**src/sfd_link_select_map.svh**
```systemverilog
`ifndef SFD_LINK_SELECT_MAP_SVH
`define SFD_LINK_SELECT_MAP_SVH

// ****************************************************************
// Reset values
// ****************************************************************
`define SFD_OFF_RST 16'h0000
`define SFD_VAL_RST 32'h0000_0000
`define SFD_WORD_RST 16'h0000

// ****************************************************************
// Offset layout in the link output area
// ****************************************************************
`define SFD_WORD_SPAN 2
`define SFD_HI_WORD 16'h0001
`define SFD_OUT_LIMIT_DEF 32'h0000_0200

// ****************************************************************
// Timing
// ****************************************************************
`define SFD_CLK_PERIOD_NS 10
`define SFD_CTRL_PERIOD_NS 1000000
`define SFD_CTRL_CYC (`SFD_CTRL_PERIOD_NS / `SFD_CLK_PERIOD_NS)

`endif

```
**src/sfd_pkg.sv**
```systemverilog
package sfd_pkg;

    // ****************************************************************
    // Basic types
    // ****************************************************************
    typedef logic [15:0] sfd_off_t;
    typedef logic [15:0] sfd_word_t;
    typedef logic [31:0] sfd_val_t;

    // Feeding command that is executing
    typedef enum logic [1:0] {
        SFD_MODE_NONE = 2'h0,
        SFD_MODE_POS = 2'h1,
        SFD_MODE_VEL = 2'h2,
        SFD_MODE_TRQ = 2'h3
    } sfd_mode_t;

    // Torque option selector codes
    typedef enum logic [2:0] {
        SFD_OPT_NONE = 3'h0,
        SFD_OPT_FF_LIM = 3'h1,
        SFD_OPT_FF = 3'h2,
        SFD_OPT_LIM = 3'h3,
        SFD_OPT_POS_NEG = 3'h4
    } sfd_opt_t;

    // Position master selector codes
    typedef enum logic [2:0] {
        SFD_MST_NONE = 3'h0,
        SFD_MST_FB = 3'h3,
        SFD_MST_CMD = 3'h4
    } sfd_mst_t;

    // Source fetched from the link area, in fetch order
    typedef enum logic [2:0] {
        SFD_IT_VEL = 3'h0,
        SFD_IT_TRQ = 3'h1,
        SFD_IT_OPT = 3'h2,
        SFD_IT_VLIM = 3'h3,
        SFD_IT_AUX = 3'h4
    } sfd_item_t;

    // Live selection settings
    typedef struct packed {
        logic vel_sel;
        sfd_off_t vel_off;
        logic trq_sel;
        sfd_off_t trq_off;
        logic [2:0] opt_sel;
        sfd_off_t opt_off;
        logic vlim_sel;
        sfd_off_t vlim_off;
        logic aux_sel;
        sfd_off_t aux_off;
        logic [2:0] mst_sel;
    } sfd_cfg_t;

    // Decoded torque options
    typedef struct packed {
        logic ff_en;
        logic lim_en;
        sfd_word_t ff;
        sfd_word_t lim_pos;
        sfd_word_t lim_neg;
    } sfd_topt_t;

endpackage : sfd_pkg

```
**src/sfd_link_select.sv**
```systemverilog
`timescale 1ns/1ns
`include "sfd_link_select_map.svh"

module sfd_link_select #(
    parameter int unsigned OUT_LIMIT = `SFD_OUT_LIMIT_DEF,
    parameter int unsigned CTRL_CYC = `SFD_CTRL_CYC
) (
    // Clock and reset
    input wire logic ref_clk,
    input wire logic resetn,
    // Command state and live settings
    input wire sfd_pkg::sfd_mode_t mode,
    input wire sfd_pkg::sfd_cfg_t cfg,
    // Servo axis positions for the electric shaft
    input wire sfd_pkg::sfd_val_t fb_pos,
    input wire sfd_pkg::sfd_val_t cmd_pos,
    // Link output area read port, one cycle latency
    output logic link_rd,
    output sfd_pkg::sfd_off_t link_addr,
    input wire sfd_pkg::sfd_word_t link_rdata,
    // Fetched command values
    output sfd_pkg::sfd_val_t cmd_vel,
    output sfd_pkg::sfd_val_t cmd_trq,
    output sfd_pkg::sfd_topt_t topt,
    output logic vlim_en,
    output sfd_pkg::sfd_val_t vlim,
    output logic aux_en,
    output sfd_pkg::sfd_val_t aux_pos,
    output sfd_pkg::sfd_val_t slave_pos,
    // Status
    output logic [4:0] src_valid,
    output logic [5:0] cfg_err,
    output logic busy,
    output logic update
);

    // ****************************************************************
    // Declarations
    // ****************************************************************
    typedef enum logic [2:0] {S_IDLE, S_PICK, S_LO, S_HI, S_CAP, S_DONE} sfd_state_t;
    sfd_state_t state_r;
    sfd_pkg::sfd_item_t item_r;
    logic [31:0] div_r;
    logic tick_r;
    sfd_pkg::sfd_word_t lo_r;
    sfd_pkg::sfd_word_t opt1_r;
    sfd_pkg::sfd_word_t opt2_r;
    logic link_rd_r;
    sfd_pkg::sfd_off_t link_addr_r;
    sfd_pkg::sfd_val_t cmd_vel_r;
    sfd_pkg::sfd_val_t cmd_trq_r;
    sfd_pkg::sfd_topt_t topt_r;
    logic vlim_en_r;
    sfd_pkg::sfd_val_t vlim_r;
    logic aux_en_r;
    sfd_pkg::sfd_val_t aux_pos_r;
    sfd_pkg::sfd_val_t slave_pos_r;
    logic [4:0] src_valid_r;
    logic [5:0] cfg_err_r;
    logic busy_r;
    logic update_r;
    logic cur_en;
    logic cur_err;
    sfd_pkg::sfd_off_t cur_off;
    sfd_pkg::sfd_val_t fetched;
    sfd_pkg::sfd_val_t aux_add;

    // Offset fits a two-word value inside the output size limit
    function automatic logic off_ok(input sfd_pkg::sfd_off_t off);
        off_ok = (32'(off) + 32'(`SFD_WORD_SPAN)) <= OUT_LIMIT;
    endfunction : off_ok

    // ****************************************************************
    // Source enable decode for the item being considered
    // ****************************************************************
    // Selectors and offsets are sampled live at each fetch
    always_comb begin
        cur_en = 1'b0;
        cur_err = 1'b0;
        cur_off = `SFD_OFF_RST;
        unique case (item_r)
            sfd_pkg::SFD_IT_VEL: begin
                cur_off = cfg.vel_off;
                cur_err = cfg.vel_sel && !off_ok(cfg.vel_off);
                cur_en = (mode == sfd_pkg::SFD_MODE_VEL) && cfg.vel_sel && !cur_err;
            end
            sfd_pkg::SFD_IT_TRQ: begin
                cur_off = cfg.trq_off;
                cur_err = cfg.trq_sel && !off_ok(cfg.trq_off);
                cur_en = (mode == sfd_pkg::SFD_MODE_TRQ) && cfg.trq_sel && !cur_err;
            end
            sfd_pkg::SFD_IT_OPT: begin
                cur_off = cfg.opt_off;
                cur_err = (cfg.opt_sel > sfd_pkg::SFD_OPT_POS_NEG)
                    || ((cfg.opt_sel != sfd_pkg::SFD_OPT_NONE) && !off_ok(cfg.opt_off));
                cur_en = ((mode == sfd_pkg::SFD_MODE_POS) || (mode == sfd_pkg::SFD_MODE_VEL))
                    && (cfg.opt_sel != sfd_pkg::SFD_OPT_NONE) && !cur_err;
            end
            sfd_pkg::SFD_IT_VLIM: begin
                cur_off = cfg.vlim_off;
                cur_err = cfg.vlim_sel && !off_ok(cfg.vlim_off);
                cur_en = (mode == sfd_pkg::SFD_MODE_TRQ) && cfg.vlim_sel && !cur_err;
            end
            sfd_pkg::SFD_IT_AUX: begin
                cur_off = cfg.aux_off;
                cur_err = cfg.aux_sel && !off_ok(cfg.aux_off);
                cur_en = (mode == sfd_pkg::SFD_MODE_POS) && cfg.aux_sel && !cur_err;
            end
            default: cur_en = 1'b0;
        endcase
    end

    // Two captured words form one value, first word is the low half
    assign fetched = {link_rdata, lo_r};
    // Auxiliary correction only while its value is valid
    assign aux_add = src_valid_r[sfd_pkg::SFD_IT_AUX] ? aux_pos_r : `SFD_VAL_RST;

    // ****************************************************************
    // Control cycle divider
    // ****************************************************************
    // One-cycle tick per control period
    always_ff @(posedge ref_clk) begin
        if (!resetn) begin
            div_r <= 32'h0000_0000;
            tick_r <= 1'b0;
        end else if (div_r >= CTRL_CYC - 1) begin
            div_r <= 32'h0000_0000;
            tick_r <= 1'b1;
        end else begin
            div_r <= div_r + 32'h0000_0001;
            tick_r <= 1'b0;
        end
    end

    // ****************************************************************
    // Fetch sequencer
    // ****************************************************************
    // Walks all sources once per control cycle while a command runs
    always_ff @(posedge ref_clk) begin
        if (!resetn) begin
            state_r <= S_IDLE;
            item_r <= sfd_pkg::SFD_IT_VEL;
            lo_r <= `SFD_WORD_RST;
            link_rd_r <= 1'b0;
            link_addr_r <= `SFD_OFF_RST;
            busy_r <= 1'b0;
        end else begin
            unique case (state_r)
                S_IDLE: begin
                    if (tick_r && (mode != sfd_pkg::SFD_MODE_NONE)) begin
                        item_r <= sfd_pkg::SFD_IT_VEL;
                        busy_r <= 1'b1;
                        state_r <= S_PICK;
                    end
                end
                S_PICK: begin
                    if (cur_en) begin
                        link_addr_r <= cur_off;
                        link_rd_r <= 1'b1;
                        state_r <= S_LO;
                    end else if (item_r == sfd_pkg::SFD_IT_AUX) begin
                        state_r <= S_DONE;
                    end else begin
                        item_r <= sfd_pkg::sfd_item_t'(item_r + 3'h1);
                    end
                end
                S_LO: begin
                    link_addr_r <= link_addr_r + `SFD_HI_WORD;
                    state_r <= S_HI;
                end
                S_HI: begin
                    link_rd_r <= 1'b0;
                    lo_r <= link_rdata;
                    state_r <= S_CAP;
                end
                S_CAP: begin
                    if (item_r == sfd_pkg::SFD_IT_AUX) begin
                        state_r <= S_DONE;
                    end else begin
                        item_r <= sfd_pkg::sfd_item_t'(item_r + 3'h1);
                        state_r <= S_PICK;
                    end
                end
                S_DONE: begin
                    busy_r <= 1'b0;
                    state_r <= S_IDLE;
                end
                default: state_r <= S_IDLE;
            endcase
        end
    end

    // ****************************************************************
    // Source validity and setting errors
    // ****************************************************************
    // A source is valid from its capture until it is found disabled
    always_ff @(posedge ref_clk) begin
        if (!resetn) begin
            src_valid_r <= 5'h00;
            cfg_err_r <= 6'h00;
        end else if (state_r == S_PICK) begin
            cfg_err_r[item_r] <= cur_err;
            if (!cur_en) begin
                src_valid_r[item_r] <= 1'b0;
            end
        end else if (state_r == S_CAP) begin
            src_valid_r[item_r] <= 1'b1;
        end else if (state_r == S_DONE) begin
            cfg_err_r[5] <= (cfg.mst_sel != sfd_pkg::SFD_MST_NONE)
                && (cfg.mst_sel != sfd_pkg::SFD_MST_FB)
                && (cfg.mst_sel != sfd_pkg::SFD_MST_CMD);
        end
    end

    // ****************************************************************
    // Captured values
    // ****************************************************************
    // Store each fetched value into its own target
    always_ff @(posedge ref_clk) begin
        if (!resetn) begin
            cmd_vel_r <= `SFD_VAL_RST;
            cmd_trq_r <= `SFD_VAL_RST;
            opt1_r <= `SFD_WORD_RST;
            opt2_r <= `SFD_WORD_RST;
            vlim_r <= `SFD_VAL_RST;
            aux_pos_r <= `SFD_VAL_RST;
        end else if (state_r == S_CAP) begin
            unique case (item_r)
                sfd_pkg::SFD_IT_VEL: cmd_vel_r <= fetched;
                sfd_pkg::SFD_IT_TRQ: cmd_trq_r <= fetched;
                sfd_pkg::SFD_IT_OPT: begin
                    opt1_r <= lo_r;
                    opt2_r <= link_rdata;
                end
                sfd_pkg::SFD_IT_VLIM: vlim_r <= fetched;
                sfd_pkg::SFD_IT_AUX: aux_pos_r <= fetched;
                default: cmd_vel_r <= cmd_vel_r;
            endcase
        end
    end

    // ****************************************************************
    // Option decode and position sum at end of sequence
    // ****************************************************************
    // Torque option usage from the live code
    always_ff @(posedge ref_clk) begin
        if (!resetn) begin
            topt_r <= '0;
        end else if (state_r == S_DONE) begin
            topt_r <= '0;
            if (src_valid_r[sfd_pkg::SFD_IT_OPT]) begin
                unique case (cfg.opt_sel)
                    sfd_pkg::SFD_OPT_FF_LIM: begin
                        topt_r.ff_en <= 1'b1;
                        topt_r.lim_en <= 1'b1;
                        topt_r.ff <= opt1_r;
                        topt_r.lim_pos <= opt2_r;
                        topt_r.lim_neg <= opt2_r;
                    end
                    sfd_pkg::SFD_OPT_FF: begin
                        topt_r.ff_en <= 1'b1;
                        topt_r.ff <= opt1_r;
                    end
                    sfd_pkg::SFD_OPT_LIM: begin
                        topt_r.lim_en <= 1'b1;
                        topt_r.lim_pos <= opt2_r;
                        topt_r.lim_neg <= opt2_r;
                    end
                    sfd_pkg::SFD_OPT_POS_NEG: begin
                        topt_r.lim_en <= 1'b1;
                        topt_r.lim_pos <= opt1_r;
                        topt_r.lim_neg <= opt2_r;
                    end
                    default: topt_r.ff_en <= 1'b0;
                endcase
            end
        end
    end

    // Electric shaft slave position with auxiliary correction
    always_ff @(posedge ref_clk) begin
        if (!resetn) begin
            slave_pos_r <= `SFD_VAL_RST;
            vlim_en_r <= 1'b0;
            aux_en_r <= 1'b0;
            update_r <= 1'b0;
        end else begin
            update_r <= (state_r == S_DONE);
            if (state_r == S_DONE) begin
                vlim_en_r <= src_valid_r[sfd_pkg::SFD_IT_VLIM];
                aux_en_r <= src_valid_r[sfd_pkg::SFD_IT_AUX];
                if (mode == sfd_pkg::SFD_MODE_POS) begin
                    unique case (cfg.mst_sel)
                        sfd_pkg::SFD_MST_FB: slave_pos_r <= fb_pos + aux_add;
                        sfd_pkg::SFD_MST_CMD: slave_pos_r <= cmd_pos + aux_add;
                        default: slave_pos_r <= slave_pos_r;
                    endcase
                end
            end
        end
    end

    // ****************************************************************
    // Outputs
    // ****************************************************************
    assign link_rd = link_rd_r;
    assign link_addr = link_addr_r;
    assign cmd_vel = cmd_vel_r;
    assign cmd_trq = cmd_trq_r;
    assign topt = topt_r;
    assign vlim_en = vlim_en_r;
    assign vlim = vlim_r;
    assign aux_en = aux_en_r;
    assign aux_pos = aux_pos_r;
    assign slave_pos = slave_pos_r;
    assign src_valid = src_valid_r;
    assign cfg_err = cfg_err_r;
    assign busy = busy_r;
    assign update = update_r;

endmodule : sfd_link_select

```
**config.mk**
```make
export PLATFORM = sky130hd
export DESIGN_NAME = sfd_link_select
export DESIGN_NICKNAME = d
export VERILOG_FILES = /design/src/sfd_pkg.sv /design/src/sfd_link_select.sv
export VERILOG_INCLUDE_DIRS = /design/src /design/src/src
export SDC_FILE = /design/constraint.sdc
export NUM_CORES = 1
export LEC_CHECK = 0
export ABC_AREA = 0
export BUFFER_PORTS_ARGS = -buffer_cell sky130_fd_sc_hd__clkbuf_2
export CORE_MARGIN = 2
export CORE_UTILIZATION = 40
export DETAILED_ROUTE_END_ITERATION = 10
export GPL_TIMING_DRIVEN = 0
export PLACE_DENSITY = 0.72
export SETUP_SLACK_MARGIN = 0.2
export SLEW_MARGIN = 20
export SYNTH_ARGS = -nofsm -noshare
export SYNTH_HDL_FRONTEND = slang
export SYNTH_SLANG_ARGS = --single-unit
```
**constraint.sdc**
```tcl
create_clock -name ref_clk -period 3.9 [get_ports ref_clk]
set_clock_uncertainty 0.1 [all_clocks]
set_input_delay 0 -clock ref_clk [delete_from_list [all_inputs] [get_ports ref_clk]]
set_output_delay 0 -clock ref_clk [all_outputs]
set_load 0.05 [all_outputs]
```
# ---- Word level (Yosys, flattened, before mapping)
# Index checks and enable logic that the tools add are counted.
dict set report totals {
  ff_bits 329
  input_bits 174
  out_inout_bits 242
  wordCells 169
}
dict set report op_classes {
  addsub 10
  order_cmp 9
  eq_ne 25
  muxes 35
  bitwise 4
  n_reduce_logical 60
}
# op n
set op_table {}
lappend op_table {{$pmux 32 s2} 2}
lappend op_table {{$add 16x2->17 const B} 5}
lappend op_table {{$le 17x10->1 const B} 5}
lappend op_table {{$pmux 16 s5} 1}
lappend op_table {{$add 32x32->32} 2}
lappend op_table {{$mux 50} 1}
lappend op_table {{$add 32x1->32 const B} 1}
lappend op_table {{$ge 32x17->1 const B} 1}
lappend op_table {{$mux 16} 2}
lappend op_table {{$mux 32} 1}
lappend op_table {{$pmux 16 s2} 1}
lappend op_table {{$reduce_and 2->1} 11}
lappend op_table {{$eq 3x2->1 const B} 7}
lappend op_table {{$mux 3} 7}
lappend op_table {{$logic_and 1x1->1} 19}
lappend op_table {{$add 16x1->16 const B} 1}
lappend op_table {{$eq 3x3->1 const B} 5}
lappend op_table {{$mux 5} 3}
lappend op_table {{$pmux 3 s5} 1}
lappend op_table {{$reduce_bool 2->1} 7}
lappend op_table {{$logic_not 1->1} 10}
lappend op_table {{$pmux 1 s5} 2}
lappend op_table {{$eq 3x1->1 const B} 3}
lappend op_table {{$mux 1} 9}
lappend op_table {{other kinds (23)} 36}

# ---- Depth between registers and ports, before layout
# Gate-level depths: netlist (run 1).
dict set report depth {
  depth_word 10
  ltp_mapped 15
  mapped_depth_nobuf 14
}

# ---- Worst setup path before layout (run 1)
# Ideal clock, no wire load.
dict set report synth_timing {
  path_kind {reg2reg}
  start {register with a tool-made name}
  end {register slave_pos_r[28] (netlist: slave_pos[28])}
  setup_ns 0.120
  t_arrival_ns 3.539
  required_time_ns 3.680
  slack_ns 0.142
  stages_incl_launch_ff 15
  n_path_buf 1
  period_less_slack_ns 3.758
  path_cell_list {dfxtp_1 clkbuf_1 and2_1 ha_1 inv_1 fa_1 nand2b_1 a21oi_1 o41ai_1 o211a_1 o32a_1 o311a_1 a21oi_1 xnor2_1 o21ai_1}
}
# item line
set synth_lines {}
lappend synth_lines {{to (signal assigned)} sfd_link_select.sv:283} ;# slave_pos_r <= `SFD_VAL_RST;
lappend synth_lines {{to (signal assigned)} sfd_link_select.sv:294} ;# sfd_pkg::SFD_MST_FB: slave_pos_r <= fb_pos + aux_add;
lappend synth_lines {{to (signal assigned)} sfd_link_select.sv:295} ;# sfd_pkg::SFD_MST_CMD: slave_pos_r <= cmd_pos + aux_add;
lappend synth_lines {{to (decl)} sfd_link_select.sv:57} ;# sfd_pkg::sfd_val_t slave_pos_r;

==> results of run 1 <==
## final timing paths
path / endpoint / slack (ps) / depth (start not counted)
max: slave_pos[30]$_SDFFE_PN0P_ / 380 / 14
min: slave_pos[29]$_SDFFE_PN0P_ / 20 / 5
max reg2reg: slave_pos[30]$_SDFFE_PN0P_ / 380 / 14
min reg2reg: slave_pos[14]$_SDFFE_PN0P_ / 350 / 2
## cells in the mapped netlist, drive strengths merged, types with 7 or more instances
master and count:
nand2 473, a211oi 10, nand4 20, a222oi 7
nor2b 13, a22oi 71, a21oi 263, a22o 17
xnor2 28, nand3b 11, o21ai 49, o21a 12
and4 12, ha 47, nor3 27, mux2 30
nor4 10, xor2 21, o21bai 8, a31oi 19
and2 41, and3 23, nand2b 15, o22ai 7
nand3 40, or3 8, nor2 118, a21o 10
inv 26, dfxtp 329, nor3b 7, o211ai 10
clkbuf 119
## layer usage
| metal | wire, um | track usage | up-vias |
|---|---|---|---|
| li1 | - | - | 8004 |
| met1 | 27150 | 0.3915 | 8063 |
| met2 | 29040 | 0.4920 | 826 |
| met3 | 5110 | 0.05321 | 153 |
| met4 | 2740 | 0.1230 | 0 |
| met5 | 0 | 0 | - |
## cell families (layout without fill, tap and decap cells)
logic type                 count (synthesis)  in the layout  share of synthesized area
AOI/OAI and AO/OA                        532            532                     0.2135
xor gates and xnor gates                  49             49                    0.02727
adders and majority gates                 48             48                    0.03864
buffers and inverters                    151            687                    0.03752
DFF                                      329            329                     0.4185
muxes                                     36             36                    0.02528
other                                      1             15                  0.0002383
and+or+nand+nor                          835            835                     0.2390
## placed cells by master (no fill, tap or decap), types with 12 or more instances in the layout
cell,count
xnor2_1,28
nand3_1,40
clkbuf_1,116
xor2_1,21
nand2_1,473
a22oi_1,71
dfxtp_1,328
a31oi_1,18
dlygate4sd3_1,54
and2_1,39
mux2_2,30
o21ai_0,36
nor2_1,118
and3_1,23
nor3_1,27
conb_1,15
o21a_1,12
clkbuf_16,39
nor2b_1,13
inv_1,26
a21oi_1,261
ha_1,46
clkbuf_2,417
o21ai_1,13
nand4_1,19
a22o_1,17
nand2b_1,13
## power by group through the flow
stage	clock, W	sequential [W]	combinational (W)
floorplan	0	0.00346	0.000268
global placement	0	0.00345	0.000547
detailed placement	0	0.00345	0.000554
CTS	0.00369	0.00338	0.000605
global route	0.00384	0.00338	0.000659
finish	0.00366	0.00338	0.000621
## state kept, by name, indices dropped and copies added, names as in the netlist, 16 cells and up, named ones only
name / flops
lo_r: 16
link_addr: 16
topt: 50
opt2_r: 16
opt1_r: 16
vlim: 32
div_r: 32
cmd_vel: 32
cmd_trq: 32
aux_pos: 32
slave_pos: 32
## area by class of cell
cell class / instances / area (um^2)
Clock buffer: 49 / 1084
Clock inverter: 16 / 198.9
Multi-Input combinational cell: 1515 / 8667
Fill cell: 3728 / 18300
Inverter: 27 / 101.3
Sequential cell: 329 / 6590
Buffer: 124 / 505.5
Tap cell: 518 / 648.1
Timing Repair Buffer: 471 / 2640
## repair_timing
item / CTS / global route
setup endpoints to repair: 15 / 8
endpoints found under the hold margin: 124 / 0
gates resized for setup: 9 / 10
cloned: 0 / 0
hold buffers: 54 / 0
pin swaps: 1 / 4
setup buffers: 1 / 4
## critical path, stage by stage, from the launching register on
cell	delay, ps
dfxtp_4	410
clkbuf_8	200
and2_1	140
ha_2	200
inv_1	60
fa_1	370
nand2b_2	240
a21oi_4	180
o41ai_2	120
o211a_1	270
o32a_1	350
o311a_1	360
o21ai_1	180
xnor2_1	140
o21ai_1	80
## per-stage QoR
| step | setup WS (ps) | power, W |
|---|---|---|
| 2_1_floorplan | 237.7 | 0.003728 |
| 3_3_place_gp | -863.2 | 0.004000 |
| 3_5_place_dp | -868.1 | 0.004008 |
| 4_1_cts | 226.6 | 0.007671 |
| 5_1_grt | 175.4 | 0.007879 |
| 6_report | 378.5 | 0.007661 |
==> metrics.cfg, run 1 <==
[power]
ir_drop_uv=289.2
switchingPower_w=0.001830
seqPwrFrac=0.441
power_leakage_nw=8.179
internal_power_w=0.005831
clkPwrFrac=0.478
p_per_area_nw_per_um2=374.9
swShare=0.2389
combPwrFrac=0.081

[placed_design]
place_area_um2=18500
dp_cells=2925
gp_congestion=1.003
io_buffers=412
dp_hpwl_mm=49.27

[grt]
grt_max_degree=15
grt.total_usage=0.3006
antenna_found_initial=0
grt_pass1_vias=16180
grt_overflow=0
grt_first_pass_wirelength_mm=94.91

[sta]
worst_pin_slew_ps=1121
finalHoldViolations=0
grt_setup_unrepaired=true
setup_viol=0
period_share=0.9030
maxSlewHeadroom=0.2475
hold-worst-slack_ps=24.57
fmax_mhz=284.0
period_needed_ps=3522
setup_tns_ps=0
slew_violations=0

[synth]
async_flop_share=0
synth_top_area_frac=0.4185
yosys-top-cells-area=dfxtp_1 42%, nand2_1 11%, a21oi_1 8.3%
synth_seq_cells=329
synth_top_area_cell=dfxtp_1
synth-edff-count=0
synth.distinct_cells=80
synthFlopType=dfxtp_1
synth.avg_cell_area_um2=7.945
syn-instance-count=1981
netlist_area_um2=15740
yosysSeqAreaShare=0.4185
yosys_warnings=0

[cts]
cts_buffers=37
insertion_delay_ps=530
path_clk_slew_ps=60
cts_root_buf=clkbuf_16
cts_buffer_depth=3
htree_levels=2
cts_tree=built
cts_sinks=329

[route]
finalWirelength_mm=64.04
wl_per_cell_um=21.00
vias=17050
drt-initial-drc-count=1409
drt.antenna.violating_nets=0
vias_per_cell=5.591
firstDrtPassIters=5
drcViolationCount=0

[status]
status=completed

[hold_path]
hold_path.class=input port to register
hp-start=fb_pos[29]

[floorplanning]
core.rowCount=72
fp.dieArea_um2=40950
initial_core_util=0.4063
fp.dieH_um=202.4
die_x_um=202.4
coreArea_um2=38740
num_io_pins=416

[final_layout]
utilization=0.5275
drive_above_1_share=0.2137
area_delta_synth_final_pct=29.84
diodes=0
stdcell_count=3049
num-nets-final=2727
final_area_um2=20430

[setup_path]
startpoint_type=register
cp.required_ps=4220
crit_arrival_ps=3840
cp-end-kind=register
critPathKind=register to register
critical_path_peak_fanout=10

[flow_run]
maxCapViolCount=0

Note: power is estimated with default switching activity, not from simulation.
==> run 2, diff against run 1 <==
CORE_UTILIZATION = 48   (was 40)
PLACE_DENSITY = 0.83   (was 0.72)
==> metrics.cfg, run 2 (synthesis gave the netlist of run 1 again) <==
[sta]
maxSlewHeadroom=0.3510
worst_slack_ps=281.4
slew_violations=0
setup_viol=0
grt_setup_unrepaired=true
finalHoldViolations=3
fmax_mhz=276.3
period_share=0.9279
hold-worst-slack_ps=-18.72
worst_pin_slew_ps=971.4
period_needed_ps=3619

[route]
firstDrtPassIters=6
wl_per_cell_um=20.94
drcViolationCount=0
vias=17380
drt.antenna.violating_nets=0
finalWirelength_mm=62.03
vias_per_cell=5.869
drt-initial-drc-count=1645

[cts]
insertion_delay_ps=520
htree_levels=2
cts_root_buf=clkbuf_16
cts_tree=built
cts_buffers=36
cts_sinks=329
cts_buffer_depth=3
path_clk_slew_ps=60

[floorplanning]
coreArea_um2=32450
initial_core_util=0.4850
fp.dieH_um=185.1
fp.dieArea_um2=34250
die_x_um=185.1
core.rowCount=66
num_io_pins=416

[placed_design]
gp_congestion=0.9955
dp_hpwl_mm=47.39
dp_slack_ps=-791.2
io_buffers=412
dp_cells=2849

[final_layout]
fillers=2844
mostFrequentLayoutCell=nand2_1
drive_above_1_share=0.2155
diodes=0
area_delta_synth_final_pct=28.13
largest_register_ffs=50
stdcell_count=2962
num-nets-final=2714
final_cell_mix=473 x nand2_1, 416 x clkbuf_2, 328 x dfxtp_1

[grt]
grt_first_pass_wirelength_mm=91.59
grt_overflow=0
grt_max_degree=15
antenna_found_initial=0
grt_pass1_vias=16360
grt.total_usage=0.3485

[setup_path]
critPathKind=register to register
critical_path.top_delay_family=compound AO/OA/AOI/OAI gates
cp.required_ps=4200
crit_arrival_ps=3920
path_buf_inv=2
slowest_delay_ps=440
cp_slowest_cell=o32a_1
startpoint_type=register
cp-end-kind=register
cp_cell_sequence=clkbuf_8 -> and2_1 -> ha_2 -> inv_1 -> fa_1 -> nand2b_4 -> a21oi_4 -> o41ai_2 -> o211a_1 -> o32a_1 -> o311a_1 -> o21ai_1 -> xnor2_1 -> o21ai_1
cp_common_cell=o21ai_1
critical_path_peak_fanout=10

[flow_run]
maxCapViolCount=0

[power]
p_per_area_nw_per_um2=369.1
ir_drop_uv=320.1
power_leakage_nw=8.113
p_total_w=0.007443

[status]
violations=negative hold slack
status=finished, violations left

[hold_path]
hold_path.class=input port to register
hp-start=cfg[54]

==> run 2: cell count changes in the layout (fill, tap and decap cells not counted), sizes merged <==
cell / previous run / this run
buf: 10 / 9
clkinv: 8 / 11
clkinvlp: 3 / 2
bufinv: 4 / 1
clkbuf: 580 / 581
inv: 28 / 29
dlygate4sd3: 54 / 43
==> run 2: power breakdown <==
group          total [W]  internal, W  switching, W  leakage, nW
registers        0.00338      0.00337    0.00000616         2.66
clock network    0.00345      0.00203       0.00143        0.605
logic           0.000613     0.000226      0.000387         4.85
total            0.00744      0.00562       0.00182         8.11
==> run 2: per-layer routing <==
layer	wire, um	track usage
met1	24500	0.4381
met2	27670	0.5610
met3	6273	0.07550
met4	3589	0.1825
met5	0	0
==> run 2: through the flow <==
step | area, um^2 | hold slack [ps] | util | TNS [ps]
floorplan | 15790 | 35.97 | - | 0
global placement | 18410 | 235.6 | 0.5672 | -7865
detailed placement | 18410 | 246.2 | 0.5672 | -8703
CTS | 20080 | 3.364 | 0.6188 | 0
global route | 20170 | 1.797 | 0.6214 | 0
finish | 20170 | -18.72 | 0.6214 | 0
==> run 2: worst register-to-register path, cell delays in order, from the launching register on <==
cell and delay, ps:
dfxtp_4 410, clkbuf_8 200, and2_1 140, ha_2 200
inv_1 60, fa_1 390, nand2b_4 190, a21oi_4 180
o41ai_2 140, o211a_1 290, o32a_1 440, o311a_1 380
o21ai_1 170, xnor2_1 140, o21ai_1 90
==> run 2: worst paths after layout <==
kind	endpoint	slack, ps	cells past startpoint
hold reg to reg	cmd_trq[21]$_SDFFE_PN0P_	350	2
hold / removal	topt[36]$_SDFFE_PN0P_	-20	5
setup reg to reg	slave_pos[30]$_SDFFE_PN0P_	280	14
setup / recovery	slave_pos[30]$_SDFFE_PN0P_	280	14
==> run 2: what timing repair did <==
action                                 in CTS  in global routing
gates resized for setup                     8                 12
pin swaps                                   1                  4
gates cloned                                0                  0
endpoints found under the hold margin     126                  0
hold buffers                               43                  0
setup endpoints to repair                  12                 15
buffers inserted                            0                  4
==> run 2: cell type report <==
| class | count | area, um^2 | area share |
|---|---|---|---|
| Inverter | 27 | 101.3 | 0.005026 |
| Clock buffer | 50 | 1085 | 0.05379 |
| Multi-Input combinational cell | 1515 | 8681 | 0.4305 |
| Sequential cell | 329 | 6590 | 0.3268 |
| Clock inverter | 16 | 128.9 | 0.006391 |
| Timing Repair Buffer | 459 | 2522 | 0.1251 |
| Tap cell | 442 | 553.0 | 0.02742 |
| Buffer | 124 | 504.2 | 0.02500 |
==> run 3, diff against run 2 <==
PLACE_DENSITY = 0.81   (was 0.83)
==> metrics.cfg, run 3 (synthesis gave the netlist of run 1 again) <==
[final_layout]
fillers=2818
final_cell_mix=473 x nand2_1, 416 x clkbuf_2, 328 x dfxtp_1
area_delta_synth_final_pct=28.78
diodes=0
stdcell_count=2965
mostFrequentLayoutCell=nand2_1
num-nets-final=2718
regArea_um2=6590
drive_above_1_share=0.2156
largest_register_ffs=50
multi_input_area_um2=8667

[grt]
grt.total_usage=0.3473
grt_first_pass_wirelength_mm=91.58
grt_overflow=0
grt_pass1_vias=16330
grt_max_degree=17
antenna_found_initial=1

[cts]
cts_buffers=35
cts_root_buf=clkbuf_16
path_clk_slew_ps=60
cts_buffer_depth=3
cts_tree=built
insertion_delay_ps=520
cts_sinks=329
htree_levels=2

[sta]
setup_viol=0
period_share=0.9204
period_needed_ps=3589
finalHoldViolations=0
slew_violations=0
grt_setup_unrepaired=false
worst_slack_ps=310.6
worst_pin_slew_ps=910.1
maxSlewHeadroom=0.3920
fmax_mhz=278.6

[route]
drt.antenna.violating_nets=0
vias=17430
firstDrtPassIters=6
vias_per_cell=5.878
finalWirelength_mm=61.78
drt-initial-drc-count=1534
drcViolationCount=0
wl_per_cell_um=20.84

[power]
ir_drop_uv=252.3
power_leakage_nw=8.152
clkPwrFrac=0.478
swShare=0.2388
p_per_area_nw_per_um2=376.3
seqPwrFrac=0.443
combPwrFrac=0.079
switchingPower_w=0.001821
internal_power_w=0.005806

[setup_path]
path_depth=14
critical_path_peak_fanout=10
critical_path.top_delay_family=compound AO/OA/AOI/OAI gates
cp_slowest_cell=dfxtp_4
cp-end-kind=register
cp_common_cell=o21ai_1
critPathKind=register to register
path_buf_inv=2
r2r_slack_ps=310
crit_arrival_ps=3890
cp_cell_sequence=buf_6 -> and2_1 -> ha_2 -> inv_1 -> fa_1 -> nand2b_1 -> a21oi_2 -> o41ai_2 -> o211a_1 -> o32a_1 -> o311a_1 -> o21ai_1 -> xnor2_1 -> o21ai_1
r2r_cells=14
cp.required_ps=4200
slowest_delay_ps=440
startpoint_type=register

[floorplanning]
core.rowCount=66
num_io_pins=416
fp.dieH_um=185.1
coreArea_um2=32450
die_x_um=185.1
fp.dieArea_um2=34250
initial_core_util=0.4850

[placed_design]
io_buffers=412
dp_cells=2849
dp_slack_ps=-870.0
dp_hpwl_mm=47.19
gp_congestion=1.079

[hold_path]
hold_path.class=input port to register
hold_path_depth=5

[status]
status=completed

[flow_run]
maxCapViolCount=0

==> run 3: cell types whose count changed in the layout (fill, tap and decap cells not counted), moves of 2 or more <==
| cell | delta |
|---|---|
| clkbuf_8 | -7 |
| bufinv_16 | +5 |
| dlygate4sd3_1 | +3 |
| clkbuf_1 | -2 |
| clkinvlp_4 | +2 |
==> run 3: power by group through the flow <==
stage | combinational [W] | sequential, W | clock, W
after floorplan | 0.000268 | 0.00346 | 0
final | 0.000605 | 0.00338 | 0.00364
after detailed placement | 0.000535 | 0.00345 | 0
after global routing | 0.000643 | 0.00338 | 0.00379
after global placement | 0.000528 | 0.00345 | 0
after CTS | 0.000577 | 0.00338 | 0.00365
==> run 3: timing repair <==
item	in CTS	in global routing
hold endpoints to repair	120	0
pin swaps	1	5
endpoints found under the setup margin	16	8
hold buffers	46	0
resized for setup	8	10
setup buffers	1	5
==> run 3: metrics by stage <==
stage / utilization / setup TNS [ps] / instance area [um^2] / total power [W] / hold slack (ps)
floorplan: - / 0 / 15790 / 0.003728 / 35.97
global placement: 0.5672 / -9110 / 18410 / 0.003981 / 251.0
detailed placement: 0.5672 / -10230 / 18410 / 0.003990 / 257.3
CTS: 0.6219 / 0 / 20180 / 0.007602 / 3.355
global route: 0.6245 / 0 / 20270 / 0.007808 / 48.43
finish: 0.6245 / 0 / 20270 / 0.007627 / 22.86
==> run 3: worst reg2reg max path: cells and delay by family, from the launching register on <==
kind	cells	cell delay (ps)
AOI/OAI and AO/OA	7	1630
adders and majority gates	2	590
DFF	1	440
and+or+nand+nor	2	360
buffers and inverters	2	230
xor gates and xnor gates	1	140
==> run 3: final timing paths <==
path,to,startpoint
worst max-delay path,slave_pos[30]$_SDFFE_PN0P_,register
worst min-delay path,slave_pos[26]$_SDFFE_PN0P_,cmd_pos[26]
worst max register to register,slave_pos[30]$_SDFFE_PN0P_,register
worst min register to register,slave_pos[18]$_SDFFE_PN0P_,slave_pos[18]$_SDFFE_PN0P_
==> run 3: final cells by class <==
type | count | area share
well taps | 442 | 0.02729
flip-flops and latches | 329 | 0.3251
multi-input cells | 1515 | 0.4276
clock buffers | 41 | 0.04784
repair buffers | 464 | 0.1273
plain buffers | 124 | 0.02475
clock inverters | 23 | 0.01506
inverters | 27 | 0.005000
==> run 3: routing by layer <==
layer,track usage,up-vias,part of all wire
met5,0,-,0
met4,0.2137,0,0.068
met3,0.07865,260,0.10
met2,0.5610,1041,0.45
met1,0.4206,8143,0.38
li1,-,7985,-
